## src/design/dst_regs.svh

```systemverilog
/*
 dst_regs.svh: register offsets, field positions, reset values and
 timing counts of the divisional trip voting block.
 assumes the system clock runs at 50 MHz.
*/
`ifndef DST_REGS_SVH
`define DST_REGS_SVH
`define DST_CLK_KHZ     50000
`define DST_A_LIM       8'h00
`define DST_A_BYP       8'h04
`define DST_A_STAT      8'h08
`define DST_A_SRC       8'h0C
`define DST_LIM_RST     12'h0320
`define DST_BYP_RST     2'h0
`define DST_BYP_COND    0
`define DST_BYP_BUS     1
`define DST_TC_MIN_OK   5'h0C
`define DST_BYP_WIN_MS  100
`define DST_BUS_DLY_MS  500
`define DST_RST_BLK_MS  10000
`define DST_STAGGER_MS  100
`define DST_BYP_WIN_CYC (`DST_BYP_WIN_MS * `DST_CLK_KHZ)
`define DST_BUS_DLY_CYC (`DST_BUS_DLY_MS * `DST_CLK_KHZ)
`define DST_RST_BLK_CYC (`DST_RST_BLK_MS * `DST_CLK_KHZ)
`define DST_STAGGER_CYC (`DST_STAGGER_MS * `DST_CLK_KHZ)
`endif

```

## src/design/dst_pkg.sv

```systemverilog
/*
 dst_pkg: types and the vote function of the trip voting block.
 assumes nothing of its surroundings.
*/
`default_nettype none
package dst_pkg;
    typedef enum logic [1:0] {GRP_RUN, GRP_OFF, GRP_STAGE} dst_grp_e;

    function automatic logic dst_two(input logic [3:0] v);
        return (v[0] & v[1]) | (v[0] & v[2]) | (v[0] & v[3]) |
               (v[1] & v[2]) | (v[1] & v[3]) | (v[2] & v[3]);
    endfunction
endpackage // dst_pkg
`default_nettype wire

```

## src/design/dst_tmr_if.sv

```systemverilog
/*
 dst_tmr_if: run request and expiry of one delay timer.
 assumes the controller and timer share one clock.
*/
`default_nettype none
interface dst_tmr_if;
    logic run;
    logic done;
    modport ctl (output run, input done);
    modport tmr (input run, output done);
endinterface // dst_tmr_if
`default_nettype wire

```

## src/design/dst_pool.sv

```systemverilog
/*
 dst_pool: pool temperature channels from a thermocouple stream.
 assumes each channel's 16 samples arrive in index order 0..15 on clk.
*/
`default_nettype none
`include "dst_regs.svh"
module dst_pool (
    input  wire logic        clk,
    input  wire logic        rst,
    input  wire logic        ce,
    input  wire logic        tc_valid,
    input  wire logic [1:0]  tc_ch,
    input  wire logic [3:0]  tc_idx,
    input  wire logic [11:0] tc_data,
    input  wire logic        tc_ok,
    input  wire logic [15:0] submerged,
    input  wire logic [11:0] limit,
    output logic      [3:0]  hi
);
    logic [15:0] sum;
    logic [15:0] next_sum;
    logic [4:0]  nsub;
    logic [4:0]  next_nsub;
    logic [4:0]  nok;
    logic [4:0]  next_nok;
    logic [3:0]  next_hi;

    always_comb begin
        next_sum = sum;
        next_nsub = nsub;
        next_nok = nok;
        next_hi = hi;
        if (tc_valid) begin
            if (tc_idx == 4'h0) begin
                next_sum = 16'h0000;
                next_nsub = 5'h00;
                next_nok = 5'h00;
            end
            if (tc_ok && submerged[tc_idx]) begin
                next_sum = next_sum + {4'h0, tc_data};
                next_nsub = next_nsub + 5'h01;
            end
            if (tc_ok) begin
                next_nok = next_nok + 5'h01;
            end
            // average above limit, without a divider: sum > limit * n
            if (tc_idx == 4'hF) begin
                next_hi[tc_ch] = (next_nok >= `DST_TC_MIN_OK) &&
                    (next_nsub != 5'h00) &&
                    ({1'b0, next_sum} >
                     ({5'h00, limit} * {12'h000, next_nsub}));
            end
        end
    end

    always_ff @(posedge clk) begin
        if (rst) begin
            sum <= 16'h0000;
            nsub <= 5'h00;
            nok <= 5'h00;
            hi <= 4'h0;
        end else if (ce) begin
            sum <= next_sum;
            nsub <= next_nsub;
            nok <= next_nok;
            hi <= next_hi;
        end
    end
endmodule // dst_pool
`default_nettype wire

```

## src/design/dst_tmr.sv

```systemverilog
/*
 dst_tmr: counts while run is high, done once LIM cycles have passed.
 assumes LIM is at least one; dropping run restarts the count.
*/
`default_nettype none
module dst_tmr #(
    parameter int unsigned LIM = 1
) (
    input  wire logic clk,
    input  wire logic rst,
    input  wire logic ce,
    dst_tmr_if.tmr    t
);
    logic [31:0] cnt;
    logic [31:0] next_cnt;

    always_comb begin
        next_cnt = 32'h0000_0000;
        if (t.run) begin
            next_cnt = (cnt == LIM) ? cnt : cnt + 32'h0000_0001;
        end
    end

    always_ff @(posedge clk) begin
        if (rst) begin
            cnt <= 32'h0000_0000;
        end else if (ce) begin
            cnt <= next_cnt;
        end
    end

    // done follows run at once, so a vote that drops cannot trip late
    assign t.done = (cnt == LIM) && t.run;
endmodule // dst_tmr
`default_nettype wire

```

## src/design/dst_top.sv

```systemverilog
/*
 dst_top: divisional trip voting, manual scram, reset and seal-in,
 with a wishbone classic register slave.
 assumes switch and sensor pins are asynchronous; the thermocouple
 stream, the level mask and the bus master run on CLK.
*/
`default_nettype none
`include "dst_regs.svh"
// Function
// - each division trips when two of four stop valves read closed
// - each division trips when two of four oil channels read low
// - bypass valves open within the window inhibit valve closure trips
// - bypass permissive is a two-of-four vote of divisional contacts
// - in run mode two-of-four bus low voltage starts delayed scram
// - bus loss delay is a preset under one second
// - mode switch in shutdown drops both manual groups: full scram
// - full manual scram needs both manual switches, one per group
// - a manual group out of service gives half scram
// - manual scram acts only through groups one and two
// - divisional manual switch trips its division; two give scram
// - trips seal in; divisional and common manual resets clear them
// - reset ignored while the cause of the trip remains
// - all manual resets blocked for ten seconds after a scram
// - groups re-energise one at a time after reset
// - low header pressure blocks divisional reset until bypassed in all four
// - pool channel temperature is the average of sixteen sensors
// - pool high is valid only with twelve operable sensors
// - pool high in two of four channels trips
// - sensors above water level are left out of the average
// - high condenser pressure trips each division
// - two automatic division trips or both manual groups cut power
module dst_top #(
    parameter int unsigned BYP_WIN_CYC = `DST_BYP_WIN_CYC,
    parameter int unsigned BUS_DLY_CYC = `DST_BUS_DLY_CYC,
    parameter int unsigned RST_BLK_CYC = `DST_RST_BLK_CYC,
    parameter int unsigned STAGGER_CYC = `DST_STAGGER_CYC
) (
    input  wire logic        CLK,
    input  wire logic        SYS_RST,
    input  wire logic        CE,
    input  wire logic [7:0]  ADR_I,
    input  wire logic [31:0] DAT_I,
    input  wire logic        WE_I,
    input  wire logic [3:0]  SEL_I,
    input  wire logic        CYC_I,
    input  wire logic        STB_I,
    output var  logic [31:0] DAT_O,
    output var  logic        ACK_O,
    input  wire logic [3:0]  STOP_VALVE_CLOSED,
    input  wire logic [3:0]  CV_LOW_OIL,
    input  wire logic [3:0]  BYPASS_VALVE_OPEN,
    input  wire logic [3:0]  COND_PRESS_HI,
    input  wire logic [3:0]  BUS_LOW_VOLT,
    input  wire logic [3:0]  HDR_PRESS_LOW,
    input  wire logic [3:0]  HDR_TRIP_BYPASS,
    input  wire logic [3:0]  DIV_MAN_TRIP,
    input  wire logic [3:0]  DIV_RESET,
    input  wire logic [1:0]  MAN_SCRAM_PB,
    input  wire logic [1:0]  MAN_DIV_OOS,
    input  wire logic        MAN_RESET,
    input  wire logic        MODE_SHUTDOWN,
    input  wire logic        MODE_RUN,
    input  wire logic        TC_VALID,
    input  wire logic [1:0]  TC_CH,
    input  wire logic [3:0]  TC_IDX,
    input  wire logic [11:0] TC_DATA,
    input  wire logic        TC_OK,
    input  wire logic [15:0] POOL_SUBMERGED,
    output var  logic [1:0]  SCRAM_GRP_PWR,
    output var  logic [3:0]  DIV_TRIP,
    output var  logic        FULL_SCRAM,
    output var  logic        HALF_SCRAM,
    output var  logic        RESET_BLOCKED
);
    logic [42:0] s1;
    logic [42:0] s2;
    logic [3:0]  svc;
    logic [3:0]  cvl;
    logic [3:0]  bvo;
    logic [3:0]  cph;
    logic [3:0]  blv;
    logic [3:0]  hpl;
    logic [3:0]  hbp;
    logic [3:0]  dmt;
    logic [3:0]  drs;
    logic [1:0]  mpb;
    logic [1:0]  moos;
    logic        mrs;
    logic        msd;
    logic        mrn;
    logic        sv_v;
    logic        cv_v;
    logic        perm;
    logic        turb;
    logic        bus_t;
    logic        pool_t;
    logic        hdr_hold;
    logic        alt;
    logic        auto_t;
    logic        full;
    logic [3:0]  pool_hi;
    logic [3:0]  cond_t;
    logic [3:0]  cause;
    logic [3:0]  next_div;
    logic [1:0]  man;
    logic [1:0]  next_man;
    logic [1:0]  man_cause;
    logic [1:0]  man_off;
    logic [1:0]  next_pwr;
    logic        next_half;
    logic        next_blk;
    logic [11:0] lim;
    logic [11:0] next_lim;
    logic [1:0]  byp;
    logic [1:0]  next_byp;
    logic        next_ack;
    logic [31:0] next_dat;
    dst_pkg::dst_grp_e grp;
    dst_pkg::dst_grp_e next_grp;

    dst_tmr_if win_if ();
    dst_tmr_if bus_if ();
    dst_tmr_if blk_if ();
    dst_tmr_if stg_if ();

    dst_tmr #(.LIM(BYP_WIN_CYC)) u_win (
        .clk (CLK), .rst (SYS_RST), .ce (CE), .t (win_if.tmr));
    dst_tmr #(.LIM(BUS_DLY_CYC)) u_bus (
        .clk (CLK), .rst (SYS_RST), .ce (CE), .t (bus_if.tmr));
    dst_tmr #(.LIM(RST_BLK_CYC)) u_blk (
        .clk (CLK), .rst (SYS_RST), .ce (CE), .t (blk_if.tmr));
    dst_tmr #(.LIM(STAGGER_CYC)) u_stg (
        .clk (CLK), .rst (SYS_RST), .ce (CE), .t (stg_if.tmr));

    dst_pool u_pool (
        .clk       (CLK),
        .rst       (SYS_RST),
        .ce        (CE),
        .tc_valid  (TC_VALID),
        .tc_ch     (TC_CH),
        .tc_idx    (TC_IDX),
        .tc_data   (TC_DATA),
        .tc_ok     (TC_OK),
        .submerged (POOL_SUBMERGED),
        .limit     (lim),
        .hi        (pool_hi)
    );

    // every field pin is asynchronous: two flops before any use, except MAN_RESET, which the manual reset reads raw
    always_ff @(posedge CLK) begin
        if (SYS_RST) begin
            s1 <= 43'h000_0000_0000;
            s2 <= 43'h000_0000_0000;
        end else if (CE) begin
            s1 <= {STOP_VALVE_CLOSED, CV_LOW_OIL, BYPASS_VALVE_OPEN,
                   COND_PRESS_HI, BUS_LOW_VOLT, HDR_PRESS_LOW,
                   HDR_TRIP_BYPASS, DIV_MAN_TRIP, DIV_RESET,
                   MAN_SCRAM_PB, MAN_DIV_OOS, MAN_RESET,
                   MODE_SHUTDOWN, MODE_RUN};
            s2 <= s1;
        end
    end

    assign {svc, cvl, bvo, cph, blv, hpl, hbp, dmt, drs,
            mpb, moos, mrs, msd, mrn} = s2;

    // valve closure arms the window; trip only if bypass stays shut
    assign win_if.run = sv_v | cv_v;
    // a bus that recovers before expiry drops run and clears the count
    assign bus_if.run = mrn & dst_pkg::dst_two(blv)
                        & ~byp[`DST_BYP_BUS];
    assign blk_if.run = RESET_BLOCKED;
    assign stg_if.run = (grp == dst_pkg::GRP_STAGE);

    always_comb begin
        sv_v = dst_pkg::dst_two(svc);
        cv_v = dst_pkg::dst_two(cvl);
        perm = dst_pkg::dst_two(bvo);
        turb = win_if.done & ~perm;
        bus_t = bus_if.done;
        pool_t = dst_pkg::dst_two(pool_hi);
        cond_t = cph & {4{~byp[`DST_BYP_COND]}};
        hdr_hold = (|hpl) & ~(&hbp);
        cause = {4{turb | bus_t | pool_t}} | cond_t
                | (hpl & ~hbp) | dmt;
        next_div = DIV_TRIP | cause;
        if (!RESET_BLOCKED && !hdr_hold) begin
            next_div = next_div & ~(drs & ~cause);
        end

        // only the two load power groups carry the manual path
        man_cause = mpb | {2{msd}};
        next_man = man | man_cause;
        if (MAN_RESET && !RESET_BLOCKED) begin
            next_man = man_cause;
        end
        man_off = man | moos;
        alt = dst_pkg::dst_two(dmt);
        auto_t = dst_pkg::dst_two(DIV_TRIP);
        full = auto_t | (&man_off) | alt;
        next_half = (|man_off) & ~full;

        next_blk = RESET_BLOCKED;
        if (full && !FULL_SCRAM) begin
            next_blk = 1'b1;
        end else if (blk_if.done) begin
            next_blk = 1'b0;
        end

        next_grp = grp;
        unique case (grp)
            dst_pkg::GRP_RUN: begin
                if (full) next_grp = dst_pkg::GRP_OFF;
            end
            dst_pkg::GRP_OFF: begin
                if (!full) next_grp = dst_pkg::GRP_STAGE;
            end
            dst_pkg::GRP_STAGE: begin
                if (full) next_grp = dst_pkg::GRP_OFF;
                else if (stg_if.done) next_grp = dst_pkg::GRP_RUN;
            end
            default: next_grp = dst_pkg::GRP_OFF;
        endcase
        // half the solenoids first, the other half after the stagger
        unique case (next_grp)
            dst_pkg::GRP_RUN:   next_pwr = ~man_off;
            dst_pkg::GRP_OFF:   next_pwr = 2'h0;
            dst_pkg::GRP_STAGE: next_pwr = {1'b0, ~man_off[0]};
            default:            next_pwr = 2'h0;
        endcase
    end

    always_comb begin
        next_ack = CYC_I & STB_I & ~ACK_O;
        next_lim = lim;
        next_byp = byp;
        next_dat = 32'h0000_0000;
        if (next_ack && WE_I) begin
            if (ADR_I == `DST_A_LIM && SEL_I[0]) begin
                next_lim[7:0] = DAT_I[7:0];
            end
            if (ADR_I == `DST_A_LIM && SEL_I[1]) begin
                next_lim[11:8] = DAT_I[11:8];
            end
            if (ADR_I == `DST_A_BYP && SEL_I[0]) begin
                next_byp = DAT_I[1:0];
            end
        end else if (next_ack) begin
            case (ADR_I)
                `DST_A_LIM:  next_dat = {20'h0_0000, lim};
                `DST_A_BYP:  next_dat = {30'h0000_0000, byp};
                `DST_A_STAT: next_dat = {21'h00_0000, RESET_BLOCKED,
                                         HALF_SCRAM, FULL_SCRAM,
                                         SCRAM_GRP_PWR, man, DIV_TRIP};
                `DST_A_SRC:  next_dat = {22'h00_0000, pool_hi, pool_t,
                                         bus_t, turb, perm, cv_v, sv_v};
                default:     next_dat = 32'h0000_0000;
            endcase
        end
    end

    always_ff @(posedge CLK) begin
        if (SYS_RST) begin
            DIV_TRIP <= 4'h0;
            man <= 2'h0;
            grp <= dst_pkg::GRP_OFF;
            SCRAM_GRP_PWR <= 2'h0;
            FULL_SCRAM <= 1'b0;
            HALF_SCRAM <= 1'b0;
            RESET_BLOCKED <= 1'b0;
            lim <= `DST_LIM_RST;
            byp <= `DST_BYP_RST;
            ACK_O <= 1'b0;
            DAT_O <= 32'h0000_0000;
        end else if (CE) begin
            DIV_TRIP <= next_div;
            man <= next_man;
            grp <= next_grp;
            SCRAM_GRP_PWR <= next_pwr;
            FULL_SCRAM <= full;
            HALF_SCRAM <= next_half;
            RESET_BLOCKED <= next_blk;
            lim <= next_lim;
            byp <= next_byp;
            ACK_O <= next_ack;
            DAT_O <= next_dat;
        end
    end
endmodule // dst_top
`default_nettype wire

```

## config.mk

```make
export PLATFORM = sky130hd
export DESIGN_NAME = dst_top
export DESIGN_NICKNAME = d
export VERILOG_FILES = /design/src/design/dst_pkg.sv /design/src/design/dst_tmr_if.sv /design/src/design/dst_pool.sv /design/src/design/dst_tmr.sv /design/src/design/dst_top.sv
export VERILOG_INCLUDE_DIRS = /design/src /design/src/design
export SDC_FILE = /design/constraint.sdc
export NUM_CORES = 1
export LEC_CHECK = 0
export ABC_CLOCK_PERIOD_IN_PS = 9200
export BUFFER_PORTS_ARGS = -buffer_cell sky130_fd_sc_hd__buf_2
export CAP_MARGIN = 10
export CORE_UTILIZATION = 34
export CTS_BUF_LIST = sky130_fd_sc_hd__clkbuf_4 sky130_fd_sc_hd__clkbuf_8
export DETAILED_ROUTE_END_ITERATION = 6
export GPL_ROUTABILITY_DRIVEN = 0
export PLACE_DENSITY = 0.54
export SYNTH_ARGS = -nofsm -noshare
export SYNTH_HDL_FRONTEND = slang
export SYNTH_HIERARCHICAL = 1
export SYNTH_SLANG_ARGS = --single-unit
```

## constraint.sdc

```tcl
create_clock -name CLK -period 9.2 [get_ports CLK]
set_input_delay 0.46 -clock CLK [delete_from_list [all_inputs] [get_ports CLK]]
set_output_delay 0.46 -clock CLK [all_outputs]
set_load 0.01 [all_outputs]
```

==> run_results.csv, run 1 <==
group,metric,value,unit
cts,root_buffer,"clkbuf_8",
setup_path,crit_start,"u_pool/nsub[0]",
final_layout,nFillCells,5121,
outcome,status,"finished clean",
die,die_area,52530,sq um
synth,synth.distinct_cells,102,
synth,yosys_warnings,6,
setup_path,setup.worst_path.start_class,"flip-flop",
timing,finalHoldViolations,0,
final_layout,nets,2416,
final_layout,multiInputGateArea,10930,sq um
timing,rsz0062_at_grt,"no",
cts,ctsHtreeMaxLevel,2,
run,drv_cap,0,
pwr,max-vdd-ir-drop,86.34,uV
pwr,cellLeakagePower,7.778,nW
setup_path,required,9.69,ns
synth,synth-async-reset-ratio,0,%
routing,wl_per_cell,16.85,um
synth,synth_most_common_cell,"dfxtp_1",
final_layout,area_delta_synth_final,12.89,%
global_routing,grt_antenna_before_repair,4,
cts,postCtsHoldBufs,1,
cts,clkTransAtPathRegs,0.07,ns
timing,layout_setup_ws,1.867,ns
routing,dr.pass1.iters,5,
die,design.core.area,50580,sq um
global_routing,grt_max_degree,86,
routing,drt_iter0_drc,1129,
synth,yosys.area.top_type,"dfxtp_1",
timing,worst_pin_slew,1.219,ns
placed_design,port_buffers,128,
cts,clkLatencyLatePin,0.64,ns
cts,cts_buffers,52,
min_path,whs_path_depth,3,
global_routing,first_global_vias,15170,
timing,post-route-min-period,7.333,ns
global_routing,grt_usage,18.47,%
cts,cts_tree,"built",
setup_path,rr_startpoint,"u_pool/nsub[0]",
synth,postSynthCellCount,2110,
routing,vias,15900,
die,rows,82,
synth,synth_common_cells,"282 x dfxtp_1, 183 x nand2_1, 181 x a21oi_1, 176 x nor2_1, 114 x o21ai_0",
die,dieHeight,229.2,um
setup_path,rrSetupSlack,1.87,ns
synth,synth_seq_area_share,32.16,%
global_routing,grt_overflow,0,
timing,finClkSkew,0.02889,ns
setup_path,worstSetupEndpointType,"flip-flop",
setup_path,r2r-end,"u_pool/hi[1]",
routing,postRouteWirelength,49.07,mm
final_layout,regArea,5645,sq um
synth,synth_edf_count,0,
min_path,hold_class,"input pin to flip-flop",
setup_path,crit_fanout,14,
routing,routed_via_density,5.459,
timing,holdWs,0.05236,ns
routing,route.detailed.drc,0,
timing,max_freq,136.4,MHz
timing,tns,0,ns
setup_path,reg2reg_depth,26,
setup_path,crit_type,"flip-flop to flip-flop",
timing,fin_crit_sh,79.70,%
cts,clkSinkCount,282,
placed_design,dpl_worst_slack,1.343,ns
pwr,power_density,151.0,nW/um^2
synth,avgSynthCellArea,8.318,sq um
timing,setup_viol,0,
placed_design,hpwlAfterDp,33.81,mm
min_path,min_to,"s1[31]",
synth,synth_area_leaders,"dfxtp_1 32%, mux2i_1 6.4%, a21oi_1 5.2%",
routing,final_antenna_net_count,0,
cts,cts_buffer_depth,3,
die,ios,171,
final_layout,fin_area,19810,sq um
global_routing,grt_pass1_wl,80.04,mm
synth,synthFlopType,"dfxtp_1",
synth,synth-seq-cells,282,
min_path,hold_start,"BYPASS_VALVE_OPEN[0]",
placed_design,dpl_cell_area,18560,sq um
timing,drv_slew,0,
cts,post_cts_resized,0,
timing,slew_headroom,18.48,%
synth,syn-cell-area,17550,sq um
setup_path,crit_arrival,7.83,ns
synth,post-synth-top-area-fraction,32.16,%
final_layout,drive_gt1_share,13.72,%
die,die_x,229.2,um
cts,postCtsSetupBuffers,0,
die,initial_core_util,34.70,%
==> worst max-delay path by stage <==
| stage | endpoint | slack, ns | depth (start not counted) |
|---|---|---|---|
| final | u_pool/hi[1] | 1.87 | 26 |
| after global routing | u_pool/hi[1] | 1.32 | 26 |
| after CTS | u_pool/hi[1] | 1.81 | 26 |
| after detailed placement | u_pool/hi[1] | 1.34 | 26 |
| after global placement | u_pool/hi[1] | 1.53 | 26 |
| after floorplan | u_pool/hi[1] | 2.39 | 27 |
==> layout by cell type (no fill, tap or decap), types with 19 or more instances in the layout <==
master,Yosys,final
nor4_1,20,19
nor2_1,176,176
ha_1,63,63
and2_1,78,78
nand2_1,183,183
mux2i_1,112,112
conb_1,1,20
and3_1,20,20
or4_1,45,45
fa_1,31,31
or3_1,74,74
nand4_1,44,44
inv_1,89,89
nand2b_1,26,26
a31oi_1,43,43
a21oi_1,181,181
clkbuf_8,0,67
o21ai_0,114,114
buf_2,28,126
nand3_1,67,67
o21ai_1,23,23
dfxtp_1,282,282
==> report_power, final <==
part           switching, mW  internal (mW)  total [mW]  leakage (nW)
Clock                  0.577          0.844        1.42         0.659
Combinational          0.185          0.116       0.301          4.83
Sequential            0.0234           1.25        1.27          2.29
==> state kept, by name (all words and copies together) (netlist names), 16 cells and up <==
register / count
u_stg/cnt: 32
s1: 42
s2: 42
u_win/cnt: 32
u_pool/sum: 16
u_blk/cnt: 32
u_bus/cnt: 32
==> routing by layer <==
metal,track usage [%],wire length [um]
met1,25.04,23630
met4,6.917,1470
met5,0,27
met2,29.33,21900
met3,3.000,2040
==> layout make-up <==
cell class,instances,share of cell area [%]
Antenna cell,3,0.03789
Clock buffer,79,5.077
Timing Repair Buffer,147,4.041
Multi-Input combinational cell,1616,55.15
Tap cell,672,4.243
Inverter,94,1.781
Sequential cell,282,28.49
Clock inverter,19,1.175
==> worst max-delay path: stages (launching register included) <==
cell       delay, ns
dfxtp_1         0.43
nand2_1         0.10
inv_1           0.10
ha_1            0.22
nand2_1         0.08
or4_1           0.49
a21oi_2         0.63
and2_1          0.25
fa_1            0.42
fa_1            0.54
inv_1           0.05
fa_1            0.53
inv_1           0.04
ha_1            0.21
or4_1           0.60
o21ai_1         0.32
o21bai_1        0.10
a21oi_1         0.19
xor2_1          0.19
ha_1            0.27
nand2_1         0.11
nor2_1          0.06
a2111oi_0       0.45
o21ai_0         0.17
o41a_1          0.35
o311ai_2        0.15
o21ai_0         0.13
==> logic make-up after synthesis <==
group / share of synthesized area [%]
AOI/OAI and AO/OA: 17.74
xor gates and xnor gates: 1.397
adders and majority gates: 8.198
buffers and inverters: 6.188
DFF: 32.16
muxes: 7.264
other: 0.02137
and+or+nand+nor: 27.02
==> per-stage QoR <==
step / power [mW] / cells / util, %
final: 2.993 / 2912 / 39.17
after global routing: 3.138 / 2911 / 39.17
after CTS: 3.044 / 2909 / 39.16
after detailed placement: 1.598 / 2810 / 36.69
after global placement: 1.592 / 2810 / 36.69
after floorplan: 1.505 / 2129 / -
Note: power is estimated with default switching activity, not from simulation.
==> run 2, diff against run 1 <==
--- a/config.mk
+++ b/config.mk
@@ -6,14 +6,14 @@
 export SDC_FILE = /design/constraint.sdc
 export NUM_CORES = 1
 export LEC_CHECK = 0
-export ABC_CLOCK_PERIOD_IN_PS = 9200
+export ABC_CLOCK_PERIOD_IN_PS = 6330
 export BUFFER_PORTS_ARGS = -buffer_cell sky130_fd_sc_hd__buf_2
 export CAP_MARGIN = 10
 export CORE_UTILIZATION = 34
 export CTS_BUF_LIST = sky130_fd_sc_hd__clkbuf_4 sky130_fd_sc_hd__clkbuf_8
 export DETAILED_ROUTE_END_ITERATION = 6
 export GPL_ROUTABILITY_DRIVEN = 0
-export PLACE_DENSITY = 0.54
+export PLACE_DENSITY = 0.56
 export SYNTH_ARGS = -nofsm -noshare
 export SYNTH_HDL_FRONTEND = slang
 export SYNTH_HIERARCHICAL = 1
==> constraint.sdc (replaced) <==
create_clock -name CLK -period 6.33 [get_ports CLK]
set_input_delay 0.3165 -clock CLK [delete_from_list [all_inputs] [get_ports CLK]]
set_output_delay 0.3165 -clock CLK [all_outputs]
set_load 0.01 [all_outputs]
==> run 2 against run 1 <==
  * Core utilization is 2.0 points higher
  * Routed wire length is 2.7% higher
  * Critical path depth is 2 higher
  * Clock skew is 0.041 ns higher
  * Register-to-register slack worse by 1.8 ns
  * Worst setup slack worse by 1.8 ns
  * First-iteration DRC count is 3.2% lower
  * Cell area is 5.1% higher
  * Critical path type unchanged
  * Power is 42% higher
  * Clock-buffer cell count is 1 higher
==> run_results.csv, run 2 (synthesized netlist as in run 1, its figures left out) <==
group,metric,value,unit
global_routing,first_global_vias,15360,
pwr,max-vdd-ir-drop,132.1,uV
setup_path,crit_buf_inv,5,
global_routing,grt_pass1_wl,80.48,mm
cts,clkLatencyLatePin,0.69,ns
setup_path,crit_type,"flip-flop to flip-flop",
pwr,cellLeakagePower,8.222,nW
final_layout,nets,2518,
setup_path,cpPeakStageDelay,0.56,ns
die,initial_core_util,34.70,%
timing,post-route-min-period,6.274,ns
final_layout,final_cell_mix,"280 x dfxtp_1, 180 x nand2_1, 180 x a21oi_1",
final_layout,final_common_cell,"dfxtp_1",
cts,ctsHtreeMaxLevel,2,
setup_path,setup.worst_path.start_class,"flip-flop",
placed_design,port_buffers,128,
timing,tns,0,ns
die,ios,171,
timing,slew_headroom,21.34,%
routing,postRouteWirelength,50.37,mm
die,dieHeight,229.2,um
die,rows,82,
setup_path,rr_startpoint,"u_pool/nsub[1]",
min_path,hold_start,"SEL_I[1]",
setup_path,critPathTopFamily,"adder cells",
routing,drt_iter0_drc,1093,
routing,routed_via_density,5.438,
timing,finalHoldViolations,0,
global_routing,grt_antenna_before_repair,3,
timing,finClkSkew,0.06946,ns
timing,worst_pin_slew,1.176,ns
die,die_x,229.2,um
global_routing,grt_usage,18.61,%
placed_design,hpwlAfterDp,34.35,mm
cts,root_buffer,"clkbuf_8",
setup_path,required,6.92,ns
timing,max_freq,159.4,MHz
setup_path,crit_start,"u_pool/nsub[1]",
timing,setup_viol,0,
routing,dr.pass1.iters,5,
timing,drv_slew,0,
timing,rsz0062_at_grt,"yes",
timing,holdWs,0.06127,ns
setup_path,crit_arrival,6.87,ns
setup_path,path_common_cell,"fa_1",
run,drv_cap,0,
routing,wl_per_cell,16.75,um
routing,final_antenna_net_count,0,
routing,route.detailed.drc,0,
global_routing,grt_max_degree,186,
cts,clkSinkCount,282,
die,design.core.area,50580,sq um
cts,cts_tree,"built",
cts,cts_buffer_depth,3,
setup_path,worstSetupEndpointType,"flip-flop",
placed_design,placed_cells,2850,
min_path,hold_class,"input pin to flip-flop",
die,die_area,52530,sq um
setup_path,slowest_stage,"or4_4",
pwr,power_density,203.8,nW/um^2
routing,vias,16360,
final_layout,top_regs,"s1: 42 flops, s2: 42 flops",
setup_path,crit_fanout,5,
global_routing,grt_overflow,0,
outcome,status,"finished clean",
cts,cts_buffers,51,
timing,fin_crit_sh,99.11,%
final_layout,drive_gt1_share,16.33,%
final_layout,area_delta_synth_final,18.62,%
cts,clkTransAtPathRegs,0.06,ns
final_layout,final_cells,3008,
[run 2: repair_timing]
item	in CTS	in global routing
pin swaps	17	27
setup endpoints to repair	4	4
cloned	1	0
setup buffers	4	3
gates resized for setup	10	24
hold buffers	56	0
hold endpoints to repair	60	0
[run 2: final cells by class]
| class | instances | area [sq um] |
|---|---|---|
| well taps | 672 | 840.8 |
| clock buffers | 80 | 1001 |
| multi-input cells | 1616 | 11110 |
| clock inverters | 11 | 113.9 |
| diodes | 3 | 7.507 |
| flip-flops and latches | 282 | 5648 |
| inverters | 94 | 352.8 |
| repair buffers | 250 | 1748 |
| fillers | 5084 | 29760 |
[run 2: path summary, 6_finish.rpt]
path / slack, ns / to / cells after the start
worst max-delay path: 0.06 / u_pool/hi[0] / 28
worst min-delay path: 0.06 / lim[8] / 4
worst max register to register: 0.06 / u_pool/hi[0] / 28
worst min register to register: 0.46 / u_pool/sum[10] / 2
[run 2: where the power goes]
group	total, mW	switching, mW	internal, mW
combinational	0.511	0.293	0.217
clock	1.89	0.835	1.05
sequential	1.84	0.0292	1.81
[run 2: per-layer routing]
| layer | vias up | share of wire (%) | wire [um] | GRT usage, % |
|---|---|---|---|---|
| met5 | - | 0.028 | 14 | 0 |
| met4 | 2 | 2.9 | 1470 | 7.104 |
| met3 | 88 | 5.4 | 2741 | 3.623 |
| met2 | 412 | 46 | 23020 | 29.43 |
| met1 | 7858 | 46 | 23120 | 24.91 |
| li1 | 7999 | - | - | - |
[run 2: per-stage QoR]
stage / instance area, sq um / total power [mW] / worst slack [ns] / utilization, %
floorplan: 17690 / 2.190 / -0.05321 / -
global placement: 18940 / 2.337 / -0.3609 / 37.44
detailed placement: 18950 / 2.345 / -0.5069 / 37.46
CTS: 20700 / 4.285 / 0.002875 / 40.92
global route: 20820 / 4.442 / -0.1919 / 41.16
finish: 20820 / 4.243 / 0.05604 / 41.16
[run 2: worst reg2reg max path: cells and delay by family, from the launching register on]
kind	cells	cell delay, ns
xor+xnor	1	0.11
compound gates	9	1.41
fa+ha+maj	6	2.14
flops	1	0.33
simple gates	7	1.74
buf+inv	5	0.48
